File: config.mk
export PLATFORM = sky130hd
export DESIGN_NAME = ebh_bus_port
export DESIGN_NICKNAME = d
export VERILOG_FILES = /design/src/ebh_pkg.sv /design/src/ebh_bus_port.sv
export SDC_FILE = /design/constraint.sdc
export NUM_CORES = 1
export LEC_CHECK = 0
export ABC_AREA = 1
export BUFFER_PORTS_ARGS = -buffer_cell sky130_fd_sc_hd__buf_2
export CORE_MARGIN = 2
export CORE_UTILIZATION = 35
export DETAILED_ROUTE_END_ITERATION = 12
export HOLD_SLACK_MARGIN = 0.02
export SLEW_MARGIN = 25
export SYNTH_ARGS = -nofsm -noshare
export SYNTH_HDL_FRONTEND = slang
export SYNTH_SLANG_ARGS = --single-unit
export TNS_END_PERCENT = 30
File: constraint.sdc
create_clock -name i_ref_clk -period 1.75 [get_ports i_ref_clk]
set_clock_uncertainty 0.15 [all_clocks]
set_input_delay 0.0875 -clock i_ref_clk [delete_from_list [all_inputs] [get_ports i_ref_clk]]
set_output_delay 0.0875 -clock i_ref_clk [all_outputs]
set_load 0.05 [all_outputs]
File: src/ebh_pkg.sv
`default_nettype none
package ebh_pkg;
  // pin and bus widths
  localparam int ADDR_W = 23;
  localparam int DATA_W = 16;
  localparam int LINE_HW = 8;
  localparam int IDX_W = 3;
  localparam int LINE_W = 128;
  localparam int BYTE_W = 8;
  // burst lengths in bus cycles
  localparam logic [3:0] CYC_HALF = 4'h1;
  localparam logic [3:0] CYC_WORD = 4'h2;
  localparam logic [3:0] CYC_LINE = 4'h8;
  localparam logic [3:0] CYC_ONE = 4'h1;
  // halfword index of the line end
  localparam logic [IDX_W-1:0] LINE_END = 3'h7;
  localparam logic [IDX_W-1:0] IDX_STEP = 3'h1;
  // reset values
  localparam logic [ADDR_W-1:0] ADDR_RST = 23'h000000;
  localparam logic [DATA_W-1:0] DATA_RST = 16'h0000;
  localparam logic [31:0] WDATA_RST = 32'h00000000;
  localparam logic [1:0] LANES_OFF = 2'h3;
  localparam logic [1:0] LANES_ALL = 2'h0;
  // kind of internal request
  typedef enum logic [1:0] {EBH_KIND_HALF, EBH_KIND_WORD, EBH_KIND_FETCH} ebh_kind_t;
  // port sequencer states
  typedef enum logic [3:0] {
    EBH_IDLE, EBH_TURN, EBH_START, EBH_WAIT,
    EBH_HOLD, EBH_FLUSH, EBH_FILL, EBH_ANSWER, EBH_RELEASE
  } ebh_state_t;
endpackage : ebh_pkg
`default_nettype wire

File: src/ebh_bus_port.sv
// Function
// - dram access in hold on select low, or a flush when hold ends
// - completion low marks dram access finished
// - hold floats bus pins, grant driven low
// - hold data driven only select low, read
// - hold completion driven only while select low
// - reads and word writes both lanes low, half writes chosen lanes
// - wait until completion sampled low
// - idle cycle between read then write
// - burst on aligned word or instruction line
// - burst low first cycle, high on last
// - word read: high half then low half
// - cache refill: eight cycles, wrap in line
// - non-cache fetch: run to line end
// - word write burst, high half first
// - hold request low enters hold, high leaves
// - hold read presents 16 bits, then completion
// - read fills 128-bit buffer, hits take one
// - started access not cancelled, inputs stable
// - hold write merges strobed bytes in buffer
`timescale 1ns/10ps
`default_nettype none
module ebh_bus_port #(
  parameter int ADDR_W = ebh_pkg::ADDR_W
) (
  input wire logic i_ref_clk,
  input wire logic i_rstn,
  // internal master request
  input wire logic i_req_valid,
  output logic o_req_ready,
  input wire logic i_req_write,
  input wire ebh_pkg::ebh_kind_t i_req_kind,
  input wire logic [ADDR_W-1:0] i_req_addr,
  input wire logic [1:0] i_req_be,
  input wire logic [31:0] i_req_wdata,
  input wire logic i_req_io,
  input wire logic i_icache_mode,
  output logic o_rd_valid,
  output logic [ebh_pkg::DATA_W-1:0] o_rd_data,
  output logic o_done,
  // external bus pins
  input wire logic [ADDR_W-1:0] i_ext_address,
  output logic [ADDR_W-1:0] o_ext_address,
  output logic o_ext_address_oe,
  input wire logic [ebh_pkg::DATA_W-1:0] i_ext_data,
  output logic [ebh_pkg::DATA_W-1:0] o_ext_data,
  output logic o_ext_data_oe,
  input wire logic i_byte_lane_high_n,
  input wire logic i_byte_lane_low_n,
  output logic o_byte_lane_high_n,
  output logic o_byte_lane_low_n,
  output logic o_byte_lane_oe,
  input wire logic i_read_write,
  output logic o_read_write,
  output logic o_read_write_oe,
  output logic o_space_identifier,
  output logic o_fetch_status,
  output logic o_cycle_begin_n,
  output logic o_burst_n,
  output logic o_ctrl_oe,
  input wire logic i_cycle_complete_n,
  output logic o_cycle_complete_n,
  output logic o_cycle_complete_oe,
  input wire logic i_hold_request_n,
  output logic o_hold_grant_n,
  input wire logic i_dram_select_n,
  // internal dram port
  output logic o_dram_req,
  output logic o_dram_write,
  output logic [ADDR_W-ebh_pkg::IDX_W-1:0] o_dram_block,
  output logic [ebh_pkg::LINE_W-1:0] o_dram_wdata,
  input wire logic i_dram_ack,
  input wire logic [ebh_pkg::LINE_W-1:0] i_dram_rdata
);
  localparam int TAG_W = ADDR_W - ebh_pkg::IDX_W;
  localparam int DW = ebh_pkg::DATA_W;
  localparam int BW = ebh_pkg::BYTE_W;

  ////////////////////////////////////////////////////////////////////////////
  ebh_pkg::ebh_state_t state_reg, state_next;
  logic [ADDR_W-1:0] addr_reg, addr_next;
  logic [3:0] left_reg, left_next;
  logic write_reg, write_next;
  logic [1:0] lanes_reg, lanes_next;
  logic [31:0] wdata_reg, wdata_next;
  logic sid_reg, sid_next;
  logic fetch_reg, fetch_next;
  logic last_read_reg, last_read_next;
  logic bs_n_reg, bs_n_next;
  logic burst_n_reg, burst_n_next;
  logic rd_valid_reg, rd_valid_next;
  logic [DW-1:0] rd_data_reg, rd_data_next;
  logic done_reg, done_next;
  logic [DW-1:0] dout_reg, dout_next;
  logic [TAG_W-1:0] tag_reg, tag_next;
  logic bvalid_reg, bvalid_next;
  logic dirty_reg, dirty_next;
  logic [DW-1:0] buf_reg [ebh_pkg::LINE_HW];
  logic [DW-1:0] buf_next [ebh_pkg::LINE_HW];
  logic in_hold;
  logic hit;
  logic [ebh_pkg::IDX_W-1:0] in_idx;

  // decode of the hold-side access
  assign in_idx = i_ext_address[ebh_pkg::IDX_W-1:0];
  assign hit = bvalid_reg && (tag_reg == i_ext_address[ADDR_W-1:ebh_pkg::IDX_W]);
  assign in_hold = (state_reg == ebh_pkg::EBH_HOLD) || (state_reg == ebh_pkg::EBH_FLUSH) ||
                   (state_reg == ebh_pkg::EBH_FILL) || (state_reg == ebh_pkg::EBH_ANSWER) ||
                   (state_reg == ebh_pkg::EBH_RELEASE);

  ////////////////////////////////////////////////////////////////////////////
  // next-state logic for master cycles and the hold-side buffer
  always_comb
  begin
    state_next = state_reg;
    addr_next = addr_reg;
    left_next = left_reg;
    write_next = write_reg;
    lanes_next = lanes_reg;
    wdata_next = wdata_reg;
    sid_next = sid_reg;
    fetch_next = fetch_reg;
    last_read_next = last_read_reg;
    rd_valid_next = 1'b0;
    rd_data_next = rd_data_reg;
    done_next = 1'b0;
    dout_next = dout_reg;
    tag_next = tag_reg;
    bvalid_next = bvalid_reg;
    dirty_next = dirty_reg;
    buf_next = buf_reg;
    unique case (state_reg)
      ebh_pkg::EBH_IDLE:
      begin
        if (!i_hold_request_n)
        begin
          state_next = ebh_pkg::EBH_HOLD;
        end
        else if (i_req_valid)
        begin
          addr_next = i_req_addr;
          write_next = i_req_write;
          sid_next = i_req_io;
          fetch_next = (i_req_kind != ebh_pkg::EBH_KIND_FETCH);
          lanes_next = i_req_write ? ~i_req_be : ebh_pkg::LANES_ALL;
          wdata_next = (i_req_kind == ebh_pkg::EBH_KIND_WORD) ? i_req_wdata
                       : {i_req_wdata[DW-1:0], ebh_pkg::DATA_RST};
          if (i_req_kind == ebh_pkg::EBH_KIND_WORD)
          begin
            lanes_next = ebh_pkg::LANES_ALL;
            left_next = ebh_pkg::CYC_WORD;
          end
          else if (i_req_kind == ebh_pkg::EBH_KIND_FETCH)
          begin
            // refill wraps in the line, a plain fetch stops at its end
            left_next = i_icache_mode ? ebh_pkg::CYC_LINE
                        : 4'(ebh_pkg::LINE_END - i_req_addr[ebh_pkg::IDX_W-1:0]) + ebh_pkg::CYC_ONE;
          end
          else
          begin
            left_next = ebh_pkg::CYC_HALF;
          end
          state_next = (i_req_write && last_read_reg) ? ebh_pkg::EBH_TURN : ebh_pkg::EBH_START;
        end
      end
      ebh_pkg::EBH_TURN:
      begin
        last_read_next = 1'b0;
        state_next = ebh_pkg::EBH_START;
      end
      ebh_pkg::EBH_START:
      begin
        dout_next = wdata_reg[31:DW];
        state_next = ebh_pkg::EBH_WAIT;
      end
      ebh_pkg::EBH_WAIT:
      begin
        if (!i_cycle_complete_n)
        begin
          last_read_next = !write_reg;
          rd_valid_next = !write_reg;
          rd_data_next = i_ext_data;
          if (left_reg > ebh_pkg::CYC_ONE)
          begin
            left_next = left_reg - ebh_pkg::CYC_ONE;
            addr_next[ebh_pkg::IDX_W-1:0] = addr_reg[ebh_pkg::IDX_W-1:0] + ebh_pkg::IDX_STEP;
            wdata_next = {wdata_reg[DW-1:0], ebh_pkg::DATA_RST};
            state_next = ebh_pkg::EBH_START;
          end
          else
          begin
            done_next = 1'b1;
            state_next = ebh_pkg::EBH_IDLE;
          end
        end
      end
      ebh_pkg::EBH_HOLD:
      begin
        if (!i_dram_select_n)
        begin
          if (hit)
          begin
            dout_next = buf_reg[in_idx];
            if (!i_read_write)
            begin
              // strobed bytes land in the buffer, flushed later
              if (!i_byte_lane_high_n)
              begin
                buf_next[in_idx][DW-1:BW] = i_ext_data[DW-1:BW];
              end
              if (!i_byte_lane_low_n)
              begin
                buf_next[in_idx][BW-1:0] = i_ext_data[BW-1:0];
              end
              dirty_next = 1'b1;
            end
            state_next = ebh_pkg::EBH_ANSWER;
          end
          else
          begin
            state_next = dirty_reg ? ebh_pkg::EBH_FLUSH : ebh_pkg::EBH_FILL;
          end
        end
        else if (i_hold_request_n)
        begin
          state_next = dirty_reg ? ebh_pkg::EBH_FLUSH : ebh_pkg::EBH_IDLE;
        end
      end
      ebh_pkg::EBH_FLUSH:
      begin
        if (i_dram_ack)
        begin
          dirty_next = 1'b0;
          state_next = ebh_pkg::EBH_HOLD;
        end
      end
      ebh_pkg::EBH_FILL:
      begin
        if (i_dram_ack)
        begin
          for (int i = 0; i < ebh_pkg::LINE_HW; i++)
          begin
            buf_next[i] = i_dram_rdata[i*DW +: DW];
          end
          tag_next = i_ext_address[ADDR_W-1:ebh_pkg::IDX_W];
          bvalid_next = 1'b1;
          state_next = ebh_pkg::EBH_HOLD;
        end
      end
      ebh_pkg::EBH_ANSWER:
      begin
        state_next = ebh_pkg::EBH_RELEASE;
      end
      ebh_pkg::EBH_RELEASE:
      begin
        if (i_dram_select_n)
        begin
          state_next = ebh_pkg::EBH_HOLD;
        end
      end
    endcase
  end

  // cycle strobes follow the next state so they line up with it
  assign bs_n_next = (state_next != ebh_pkg::EBH_START);
  assign burst_n_next = !(((state_next == ebh_pkg::EBH_START) || (state_next == ebh_pkg::EBH_WAIT))
                          && (left_next > ebh_pkg::CYC_ONE));

  ////////////////////////////////////////////////////////////////////////////
  // register stage
  always_ff @(posedge i_ref_clk)
  begin
    if (!i_rstn)
    begin
      state_reg <= ebh_pkg::EBH_IDLE;
      addr_reg <= ebh_pkg::ADDR_RST;
      left_reg <= ebh_pkg::CYC_ONE;
      write_reg <= 1'b0;
      lanes_reg <= ebh_pkg::LANES_OFF;
      wdata_reg <= ebh_pkg::WDATA_RST;
      sid_reg <= 1'b0;
      fetch_reg <= 1'b1;
      last_read_reg <= 1'b0;
      bs_n_reg <= 1'b1;
      burst_n_reg <= 1'b1;
      rd_valid_reg <= 1'b0;
      rd_data_reg <= ebh_pkg::DATA_RST;
      done_reg <= 1'b0;
      dout_reg <= ebh_pkg::DATA_RST;
      tag_reg <= '0;
      bvalid_reg <= 1'b0;
      dirty_reg <= 1'b0;
      for (int i = 0; i < ebh_pkg::LINE_HW; i++)
      begin
        buf_reg[i] <= ebh_pkg::DATA_RST;
      end
    end
    else
    begin
      state_reg <= state_next;
      addr_reg <= addr_next;
      left_reg <= left_next;
      write_reg <= write_next;
      lanes_reg <= lanes_next;
      wdata_reg <= wdata_next;
      sid_reg <= sid_next;
      fetch_reg <= fetch_next;
      last_read_reg <= last_read_next;
      bs_n_reg <= bs_n_next;
      burst_n_reg <= burst_n_next;
      rd_valid_reg <= rd_valid_next;
      rd_data_reg <= rd_data_next;
      done_reg <= done_next;
      dout_reg <= dout_next;
      tag_reg <= tag_next;
      bvalid_reg <= bvalid_next;
      dirty_reg <= dirty_next;
      buf_reg <= buf_next;
    end
  end

  ////////////////////////////////////////////////////////////////////////////
  // pin drive: hold floats the bus, hands data and completion to select
  assign o_req_ready = (state_reg == ebh_pkg::EBH_IDLE) && i_hold_request_n;
  assign o_rd_valid = rd_valid_reg;
  assign o_rd_data = rd_data_reg;
  assign o_done = done_reg;
  assign o_ext_address = addr_reg;
  assign o_ext_address_oe = !in_hold;
  assign o_byte_lane_high_n = lanes_reg[1];
  assign o_byte_lane_low_n = lanes_reg[0];
  assign o_byte_lane_oe = !in_hold;
  assign o_read_write = !write_reg;
  assign o_read_write_oe = !in_hold;
  assign o_space_identifier = sid_reg;
  assign o_fetch_status = fetch_reg;
  assign o_cycle_begin_n = bs_n_reg;
  assign o_burst_n = burst_n_reg;
  assign o_ctrl_oe = !in_hold;
  assign o_ext_data = dout_reg;
  assign o_ext_data_oe = in_hold ? (!i_dram_select_n && i_read_write)
                         : (write_reg && ((state_reg == ebh_pkg::EBH_START) || (state_reg == ebh_pkg::EBH_WAIT)));
  assign o_cycle_complete_n = (state_reg != ebh_pkg::EBH_ANSWER);
  assign o_cycle_complete_oe = in_hold && !i_dram_select_n;
  assign o_hold_grant_n = !in_hold;
  assign o_dram_req = (state_reg == ebh_pkg::EBH_FLUSH) || (state_reg == ebh_pkg::EBH_FILL);
  assign o_dram_write = (state_reg == ebh_pkg::EBH_FLUSH);
  assign o_dram_block = (state_reg == ebh_pkg::EBH_FLUSH) ? tag_reg : i_ext_address[ADDR_W-1:ebh_pkg::IDX_W];

  // buffer flattened onto the dram write bus, entry 0 lowest
  for (genvar g = 0; g < ebh_pkg::LINE_HW; g++)
  begin : g_flat
    assign o_dram_wdata[g*DW +: DW] = buf_reg[g];
  end

  ////////////////////////////////////////////////////////////////////////////
  // checks
  hold_float_a: assert property (@(posedge i_ref_clk) disable iff (!i_rstn)
    !o_hold_grant_n |-> !o_ext_address_oe && !o_ctrl_oe && !o_byte_lane_oe && !o_read_write_oe)
    else $error("bus pins driven during hold");
  data_drive_a: assert property (@(posedge i_ref_clk) disable iff (!i_rstn)
    (!o_hold_grant_n && o_ext_data_oe) |-> (!i_dram_select_n && i_read_write))
    else $error("data driven in hold without select read");
  done_drive_a: assert property (@(posedge i_ref_clk) disable iff (!i_rstn)
    (!o_hold_grant_n && i_dram_select_n) |-> !o_cycle_complete_oe)
    else $error("completion driven without select");
  read_lanes_a: assert property (@(posedge i_ref_clk) disable iff (!i_rstn)
    (!o_cycle_begin_n && o_read_write) |-> (!o_byte_lane_high_n && !o_byte_lane_low_n))
    else $error("read with a byte lane high");
  wait_done_a: assert property (@(posedge i_ref_clk) disable iff (!i_rstn)
    (state_reg == ebh_pkg::EBH_WAIT && i_cycle_complete_n) |=> o_cycle_begin_n && state_reg == ebh_pkg::EBH_WAIT)
    else $error("cycle left before completion");
  turn_idle_a: assert property (@(posedge i_ref_clk) disable iff (!i_rstn)
    (o_req_ready && i_req_valid && i_req_write && last_read_reg) |=> o_cycle_begin_n ##1 !o_cycle_begin_n)
    else $error("no idle cycle after read");
  burst_last_a: assert property (@(posedge i_ref_clk) disable iff (!i_rstn)
    (!o_cycle_begin_n && left_reg == ebh_pkg::CYC_ONE) |-> o_burst_n)
    else $error("burst low on last cycle");
  hit_one_a: assert property (@(posedge i_ref_clk) disable iff (!i_rstn)
    (state_reg == ebh_pkg::EBH_HOLD && !i_dram_select_n && hit) |=> !o_cycle_complete_n)
    else $error("buffer hit not answered in one cycle");
  grant_mid_a: assert property (@(posedge i_ref_clk) disable iff (!i_rstn)
    (state_reg == ebh_pkg::EBH_WAIT) |=> o_hold_grant_n)
    else $error("hold granted inside a bus cycle");
endmodule : ebh_bus_port
`default_nettype wire

## Yosys cells after proc, flatten, opt, wreduce, memory -nomap -nowiden

Cells that the tools add are included.

| storage, ports and cells | value |
|---|---|
| register bits after elaboration | 255 |
| output and inout port bits | 223 |
| logic and storage cells | 167 |
| input bits | 239 |

| operators by class | value |
|---|---|
| muxes and demuxes | 67 |
| reductions and logical operators | 35 |
| add/sub/neg operators | 4 |
| magnitude comparators | 4 |
| bitwise operators | 5 |
| equality and inequality tests | 25 |

Operators by type and width:

| kind | count |
|---|---|
| $mux W128 | 10 |
| $bwmux W128 | 2 |
| $pmux W128 S2 | 1 |
| $mux W32 | 5 |
| $demux W16 S3 | 2 |
| $mux W16 | 5 |
| $pmux W32 S2 | 1 |
| $mux W4 | 14 |
| $bmux W16 S3 | 1 |
| $pmux W16 S2 | 1 |
| $pmux W4 S8 | 1 |
| $eq A20 B20 Y1 | 1 |
| $mux W20 | 1 |
| $ne A2 B2 Y1 const B | 9 |
| $eq A4 B2 Y1 const B | 4 |
| $eq A4 B3 Y1 const B | 4 |
| $mux W3 | 5 |
| $reduce_and A5 Y1 | 3 |
| $mux W2 | 6 |
| $reduce_bool A2 Y1 | 5 |
| $gt A4 B1 Y1 const B | 2 |
| $logic_and A1 B1 Y1 | 8 |
| $mux W8 | 1 |
| $pmux W4 S2 | 1 |
| other kinds (26) | 47 |

## Depth between registers and ports, before layout

Gate-level depths: netlist of the first run.

| logic depth | value |
|---|---|
| depth in word-level cells | 17 |
| depth in mapped cells | 14 |

## Least setup slack after synthesis of the first run

OpenSTA, ideal clock, no wires.

| path | value |
|---|---|
| path type | reg2out |
| from | reg state_reg[0] |
| to | out o_ext_data_oe |
| cell stages (with the launch flop) | 7 |
| data required time | 1.512 ns |
| arrival time | 2.240 ns |
| path buffers | 0 |
| path slack | -0.728 ns |
| cell sequence | dfxtp_1 nor2_2 nand3_1 nand2_1 inv_1 nor2_1 a22o_1 |

| between the ends | value |
|---|---|
| longest elaborated chain between the ends | 6 |

RTL lines:

| element | line | RTL |
|---|---|---|
| from (decl) | ebh_bus_port.sv:80 | `ebh_pkg::ebh_state_t state_reg, state_next;` |
| from (signal assigned) | ebh_bus_port.sv:275 | `state_reg <= ebh_pkg::EBH_IDLE;` |
| from (signal assigned) | ebh_bus_port.sv:300 | `state_reg <= state_next;` |
| $eq A4 B3 Y1 | ebh_bus_port.sv:107 | `assign in_hold = (state_reg == ebh_pkg::EBH_HOLD) \|\| (state_reg == ebh_pkg::EBH_FLUSH) \|\|` |
| $logic_or A1 B1 Y1 (2 in series) | ebh_bus_port.sv:107 |  |
| $logic_or A1 B1 Y1 (2 in series) | ebh_bus_port.sv:108 | `(state_reg == ebh_pkg::EBH_FILL) \|\| (state_reg == ebh_pkg::EBH_ANSWER) \|\|` |
| $mux W1 (*) | ebh_bus_port.sv:341 | `assign o_ext_data_oe = in_hold ? (!i_dram_select_n && i_read_write)` |
| to (decl) | ebh_bus_port.sv:47 | `output logic o_ext_data_oe,` |

Mark *: on every way between the ends. The rest lies on a longest branch, timed or not.

## Worst setup path after layout of the first run

| path | value |
|---|---|
| from | reg state_reg[3] |
| to | out o_ext_data_oe |

The elaborated chain is that of the path after synthesis.

==> results of run 1 <==
[final cells by class]
cell class                      count  area share [%]
Antenna cell                        4          0.0414
Clock buffer                       44            3.58
Clock inverter                      9           0.326
Inverter                          456            7.16
Multi-Input combinational cell   1557            33.4
Sequential cell                   255            21.2
Tap cell                          539            2.79
Timing Repair Buffer              953            31.5
[worst max-delay path, cell delays in order, from the launching register on]
cell and delay (ps):
dfxtp_1 330, buf_4 160, nor2_4 180, inv_1 120, nor2_2 190, buf_4 150
a22o_4 130, buf_8 140
[per-stage QoR]
step           hold slack (ps)  setup TNS, ps  std cells
2_1_floorplan             40.0          -2490       2409
3_3_place_gp               161         -60060       3494
3_5_place_dp               154         -66200       3494
4_1_cts                   98.8         -62850       3801
5_1_grt                   99.2         -96700       3815
6_report                   128         -60780       3817
[cells in the final DEF (no fill, tap or decap), types with 44 or more instances in the layout]
master         instances
nand2_1              525
buf_2                429
inv_1                395
dfxtp_1              241
dlygate4sd3_1        233
nor2_1               220
buf_4                180
o21ai_0              165
nand4_1              130
nand3_1               93
a21oi_1               91
nand2_2               60
inv_2                 53
o22ai_1               49
buf_6                 44
[logic make-up after synthesis]
| family | after synthesis |
|---|---|
| XOR/XNOR | 3 |
| adder cells (fa/ha/maj) | 4 |
| AO/OA/AOI/OAI | 439 |
| buffers and inverters | 597 |
| flip-flops | 255 |
| AND/OR/NAND/NOR | 1111 |
[metal layers]
metal  vias to the layer above  GRT usage [%]  wire (µm)
met5                         -              0         13
met4                         2           14.4       3680
met3                       193           5.92       6020
met1                      9041           38.9      29600
met2                       975           55.4      35600
li1                       9374              -          -
[what timing repair did]
item,in CTS,in global routing
hold buffers,233,0
endpoints found under the hold margin,255,0
gates cloned,5,2
buffers inserted,16,10
resized for setup,189,189
pin swaps,35,106
endpoints found under the setup margin,280,283
[power by group through the flow]
| stage | logic [mW] | registers [mW] | clock network (mW) |
|---|---|---|---|
| 6_report | 16.5 | 7.33 | 6.22 |
| 5_1_grt | 17.6 | 7.40 | 6.57 |
| 4_1_cts | 15.5 | 7.30 | 6.30 |
| 3_5_place_dp | 13.7 | 7.41 | 0 |
| 3_3_place_gp | 13.6 | 7.39 | 0 |
| 2_1_floorplan | 6.85 | 9.06 | 0 |
[final timing paths]
path	end	cells past startpoint	slack [ps]	start
setup reg to reg	o_dram_wdata[65]	14	-380	tag_reg[7]
setup / recovery	o_ext_data_oe	7	-470	state_reg[3]
hold reg to reg	o_ext_address[5]	2	310	o_ext_address[5]
hold / removal	lanes_reg[0]	3	130	i_req_be[0]
==> summary.md, run 1 <==
| Metric | Value |
|---|---|
| Max Fclk | 0.450 GHz |
| Top cell type's share of synthesized area | 34.1% |
| Data arrival time of the critical path | 1980 ps |
| Final Cell Area | 24200 µm² |
| Clock power share | 20.7% |
| Warnings from Yosys | 0 |
| DR iter-0 viols | 1772 |
| Area of the multi-input gates | 8080 µm² |
| Sink Count | 255 |
| Root buffer cell | clkbuf_16 |
| Wire length of the first global-routing pass | 109000 µm |
| Clock buffer depth | 3 |
| WL final | 74900 µm |
| Commonest cells in the netlist | nand2_1, inv_1, dfxtp_1, nor2_1, o21ai_0 |
| Largest net degree at the start of global routing | 91 |
| Routed Antenna Nets | 0 |
| EDFF count, synth | 0 |
| Leading area contributor after synthesis | dfxtp_1 |
| Ys flop type | dfxtp_1 |
| Mux contribution to synthesized area | 0% |
| Post-synth ARST share | 0% |
| Starting Density | 35.6% |
| Worst EP required | 1510 ps |
| Gr usage total | 32.1% |
| Dpl ws | -470 ps |
| Violated checks | setup timing |
| Main combinational cell family by area after synthesis | simple AND/OR/NAND/NOR gates |
| H-tree Lvls | 1 |
| Compound-Gate Fraction of Synth Area | 16.7% |
| Sequential cell area | 5120 µm² |
| Sw Ratio | 44.1% |
| Synth Area in XOR/XNOR | 0.175% |
| P_sw | 13.3 mW |
| Final Core Density | 57.4% |
| Via count | 19600 |
| Hold crit path type | input port to register |
| Most numerous cell in the Yosys netlist | nand2_1 |
| PwrDens | 1240 nW/µm² |
| Ports | 462 |
| Worst ir drop on vdd | 1.12 mV |
| Endpoint class of the critical path | output port |
| Period utilisation layout | 127% |
| Clock Pin Slew Worst Setup and Hold Paths | 60 ps |
| Reg power frac | 24.4% |
| Max-slew violations | 0 |
| HPWL after detailed placement | 54700 µm |
| Synth Register Bits | 255 |
| Least-Margin Pin Slew | 535 ps |
| PnR worst setup slack | -470 ps |
| Initial antenna violation count | 4 |
| Run status | finished, violations left |
| Crit path time final | 2220 ps |
| Syn-to-layout area delta | 61.4% |
| RSZ-0062 raised after global routing | yes |
| Internal power | 16.8 mW |
| Hold Violations, Final | 0 |
| Netlist cell types | 42 |
| Critical path startpoint category | register |
| # nets final | 3497 |
| Power consumption | 30.1 mW |
| Share of layout cells above drive strength 1 | 31.3% |
| Cell Rows | 75 |
| Cells after Synth | 2409 |
| Die Ht | 211 µm |
| Routed vias/inst | 5.13 |
| # port buffers | 461 |
| Die ar. | 44500 µm² |
| TritonCTS clock tree | built |
| Synth top area cells | dfxtp_1, nand2_1, inv_1 |
| Worst slew margin | 64.4% |
| Synth Area per Inst | 6.22 µm² |
| Clock Latency Late Sink | 580 ps |
| Setup CP Type | register to output port |
| GP Congestion | 1.00 |
| Die Wd | 211 µm |
| Seq/Total Area, Yosys | 34.1% |
| Drt first pass iters | 5 |
| Filler cell count in the final layout | 3984 |
| Simple-gate share of the synthesized area | 32.4% |
| Syn_nets | 2652 |
| Core area | 42100 µm² |
| Post-Synth Adder-Cell Area | 0.334% |
| CTS Buf Count | 31 |
| Vias in the first global route | 18900 |
| Pleak | 11.4 nW |
| Max-Cap Viols | 0 |
| Final Setup Violations | 220 |
| Comb pwr share | 55.0% |
| Remaining DRCs | 0 |
| GRT overflow | 0 |
| Mean routed wirelength per cell | 19.6 µm |
| Post-DP Area | 19400 µm² |
| Max reg flops | 128 |
| Mapped cell area | 15000 µm² |
| Crit Path Max Fanout | 4 |
Note: power is estimated with default switching activity, not from simulation.
==> run 2, diff against run 1 <==
CAP_MARGIN = 20   (was default)
SKIP_CTS_REPAIR_TIMING = 1   (was default)
==> run 2 against run 1 <==
Compared with the run above:
- the flow finishes with violations (hold timing, setup timing)
- fmax hardly changed
- clock power hardly changed
- sequential share of layout area is 0.056 points higher
- core utilization is 0.17 points lower
- sequential power hardly changed
- largest cell class unchanged
==> summary.md, run 2 (synthesized netlist as in run 1, its figures left out) <==
| Metric | Value |
|---|---|
| Run status | finished, violations left (unchanged) |
| Violated checks | hold timing, setup timing (was setup timing) |
| Crit path time final | 2220 ps (about the same) |
| GRT overflow | 0 (unchanged) |
| Die Ht | 211 µm (unchanged) |
| WL final | 74700 µm (was 74900 µm) |
| Max Fclk | 0.450 GHz (about the same) |
| Pleak | 11.4 nW (about the same) |
| Share of layout cells above drive strength 1 | 30.1% (was 31.3%) |
| Starting Density | 35.6% (unchanged) |
| Routed Antenna Nets | 0 (unchanged) |
| Max reg flops | 128 (unchanged) |
| Max-slew violations | 0 (unchanged) |
| # port buffers | 461 (unchanged) |
| Crit Path Max Fanout | 4 (unchanged) |
| Hold crit path type | input port to register (unchanged) |
| Vias in the first global route | 17100 (was 18900) |
| HPWL after detailed placement | 54700 µm (unchanged) |
| CP max stage cell | dfxtp_4 (was dfxtp_1) |
| Worst slew margin | 63.2% (was 64.4%) |
| TritonCTS clock tree | built (unchanged) |
| Mean routed wirelength per cell | 19.6 µm (about the same) |
| Internal power | 16.7 mW (was 16.8 mW) |
| Setup CP Type | register to output port (unchanged) |
| Critical path, cell by cell | buf_6 -> nor2_4 -> buf_6 -> nand3_2 -> nand2_4 -> buf_6 -> inv_4 -> nor2_4 -> a22o_4 -> buf_8 (was buf_4 -> nor2_4 -> inv_1 -> nor2_2 -> buf_4 -> a22o_4 -> buf_8) |
| Largest stage delay on the critical path | 360 ps (was 330 ps) |
| Endpoint class of the critical path | output port (unchanged) |
| PwrDens | 1240 nW/µm² (about the same) |
| Largest net degree at the start of global routing | 91 (unchanged) |
| Clock Latency Late Sink | 580 ps (about the same) |
| Final Setup Violations | 218 (was 220) |
| Critical path startpoint category | register (unchanged) |
| GP Congestion | 1.00 (unchanged) |
| Root buffer cell | clkbuf_16 (unchanged) |
| H-tree Lvls | 1 (unchanged) |
| Clock Pin Slew Worst Setup and Hold Paths | 60 ps (about the same) |
| Commonest non-fill, non-tap cell in the layout | nand2_1 (unchanged) |
| Setup TNS | -68390 ps (was -60780 ps) |
| Max-Cap Viols | 0 (unchanged) |
| CTS Buf Count | 31 (unchanged) |
| Die ar. | 44500 µm² (unchanged) |
| Via count | 19500 (was 19600) |
| Data arrival time of the critical path | 1980 ps (about the same) |
| Ports | 462 (unchanged) |
| Comb pwr share | 54.7% (was 55.0%) |
| Hold Violations, Final | 2 (was 0) |
| Clock power share | 20.8% (was 20.7%) |
| Syn-to-layout area delta | 60.9% (was 61.4%) |
| Period utilisation layout | 127% (about the same) |
| Core area | 42100 µm² (unchanged) |
| Clock buffer depth | 3 (unchanged) |
| Final Core Density | 57.2% (was 57.4%) |
| Least-Margin Pin Slew | 552 ps (was 535 ps) |
| Worst EP required | 1510 ps (about the same) |
| Reg power frac | 24.5% (was 24.4%) |
| # nets final | 3494 (was 3497) |
| Hold_ws | -260 ps (was 128 ps) |
| DR iter-0 viols | 1890 (was 1772) |
| Worst ir drop on vdd | 1.04 mV (was 1.12 mV) |
| Worst path most repeated cell | buf_6 (was buf_4) |
| Initial antenna violation count | 5 (was 4) |
| P_sw | 13.2 mW (was 13.3 mW) |
| Cell family with most CP delay | buffers and inverters (unchanged) |
| Routed vias/inst | 5.10 (was 5.13) |
| Most frequent cells in the layout | nand2_1, buf_2, inv_1 (unchanged) |
| Gr usage total | 29.9% (was 32.1%) |
| Die Wd | 211 µm (unchanged) |
| Drt first pass iters | 5 (unchanged) |
| Filler cell count in the final layout | 3959 (was 3984) |
| Dpl ws | -470 ps (unchanged) |
| Sw Ratio | 44.1% (about the same) |
| Sink Count | 255 (unchanged) |
| Cell Rows | 75 (unchanged) |
| Wire length of the first global-routing pass | 101000 µm (was 109000 µm) |
| PnR worst setup slack | -471 ps (was -470 ps) |
| CP bufs+invs | 5 (was 4) |
| Power consumption | 29.9 mW (was 30.1 mW) |
| RSZ-0062 raised after global routing | yes (unchanged) |
| Remaining DRCs | 0 (unchanged) |
==> run 2: cell types whose count changed in the layout (fill, tap and decap cells not counted), moves of 5 or more <==
| cell | before | now |
|---|---|---|
| a21oi_2 | 15 | 10 |
| a21oi_1 | 91 | 96 |
| inv_2 | 53 | 35 |
| nand2_1 | 525 | 538 |
| nand2_2 | 60 | 48 |
| o21ai_1 | 13 | 4 |
| buf_16 | 5 | 0 |
| inv_1 | 395 | 413 |
| clkbuf_16 | 33 | 38 |
| o21ai_0 | 165 | 174 |
==> run 2: cell type report <==
type                       count  area [µm²]  share of cell area, %
inverter                     456        1740                   7.20
clock buffer                  44         865                   3.59
sequential                   255        5120                   21.2
clock inverter                 9        78.8                  0.327
tap                          539         674                   2.80
multi-input combinational   1557        8040                   33.3
antenna                        6        15.0                 0.0623
timing repair buffer         950        7580                   31.4
==> run 2: metrics by stage <==
| stage | instance area (µm²) | hold slack [ps] | instances |
|---|---|---|---|
| after CTS | 20300 | -455 | 3547 |
| after floorplan | 15000 | 40.0 | 2409 |
| final | 24100 | -260 | 3816 |
| after global routing | 24100 | -248 | 3812 |
| after detailed placement | 19400 | 154 | 3494 |
| after global placement | 19400 | 161 | 3494 |
==> run 2: worst min-delay path, cell delays in order <==
cell	delay [ps]
buf_2	130
o21ai_0	160
a21oi_1	50
==> run 2: path summary, 6_finish.rpt <==
| check | slack (ps) | endpoint | depth (start not counted) | startpoint |
|---|---|---|---|---|
| worst max-delay path | -470 | o_ext_data_oe | 10 | state_reg[0] |
| worst min-delay path | -260 | tag_reg[10] | 3 | i_ext_address[13] |
| worst max register to register | -420 | o_dram_wdata[121] | 14 | tag_reg[8] |
| worst min register to register | 310 | wdata_reg[9] | 2 | wdata_reg[9] |
==> run 2: power by group through the flow <==
stage	combinational (mW)	sequential, mW	clock (mW)
2_1_floorplan	6.85	9.06	0
3_3_place_gp	13.6	7.39	0
3_5_place_dp	13.7	7.41	0
4_1_cts	13.8	7.29	6.30
5_1_grt	17.4	7.41	6.54
6_report	16.4	7.32	6.21
==> run 2: layer usage <==
layer	up-vias	track usage [%]	share of wire, %
met4	2	12.4	4.9
met1	8934	37.0	40
li1	9380	-	-
met3	194	6.32	7.9
met5	-	0	0.017
met2	964	50.6	48
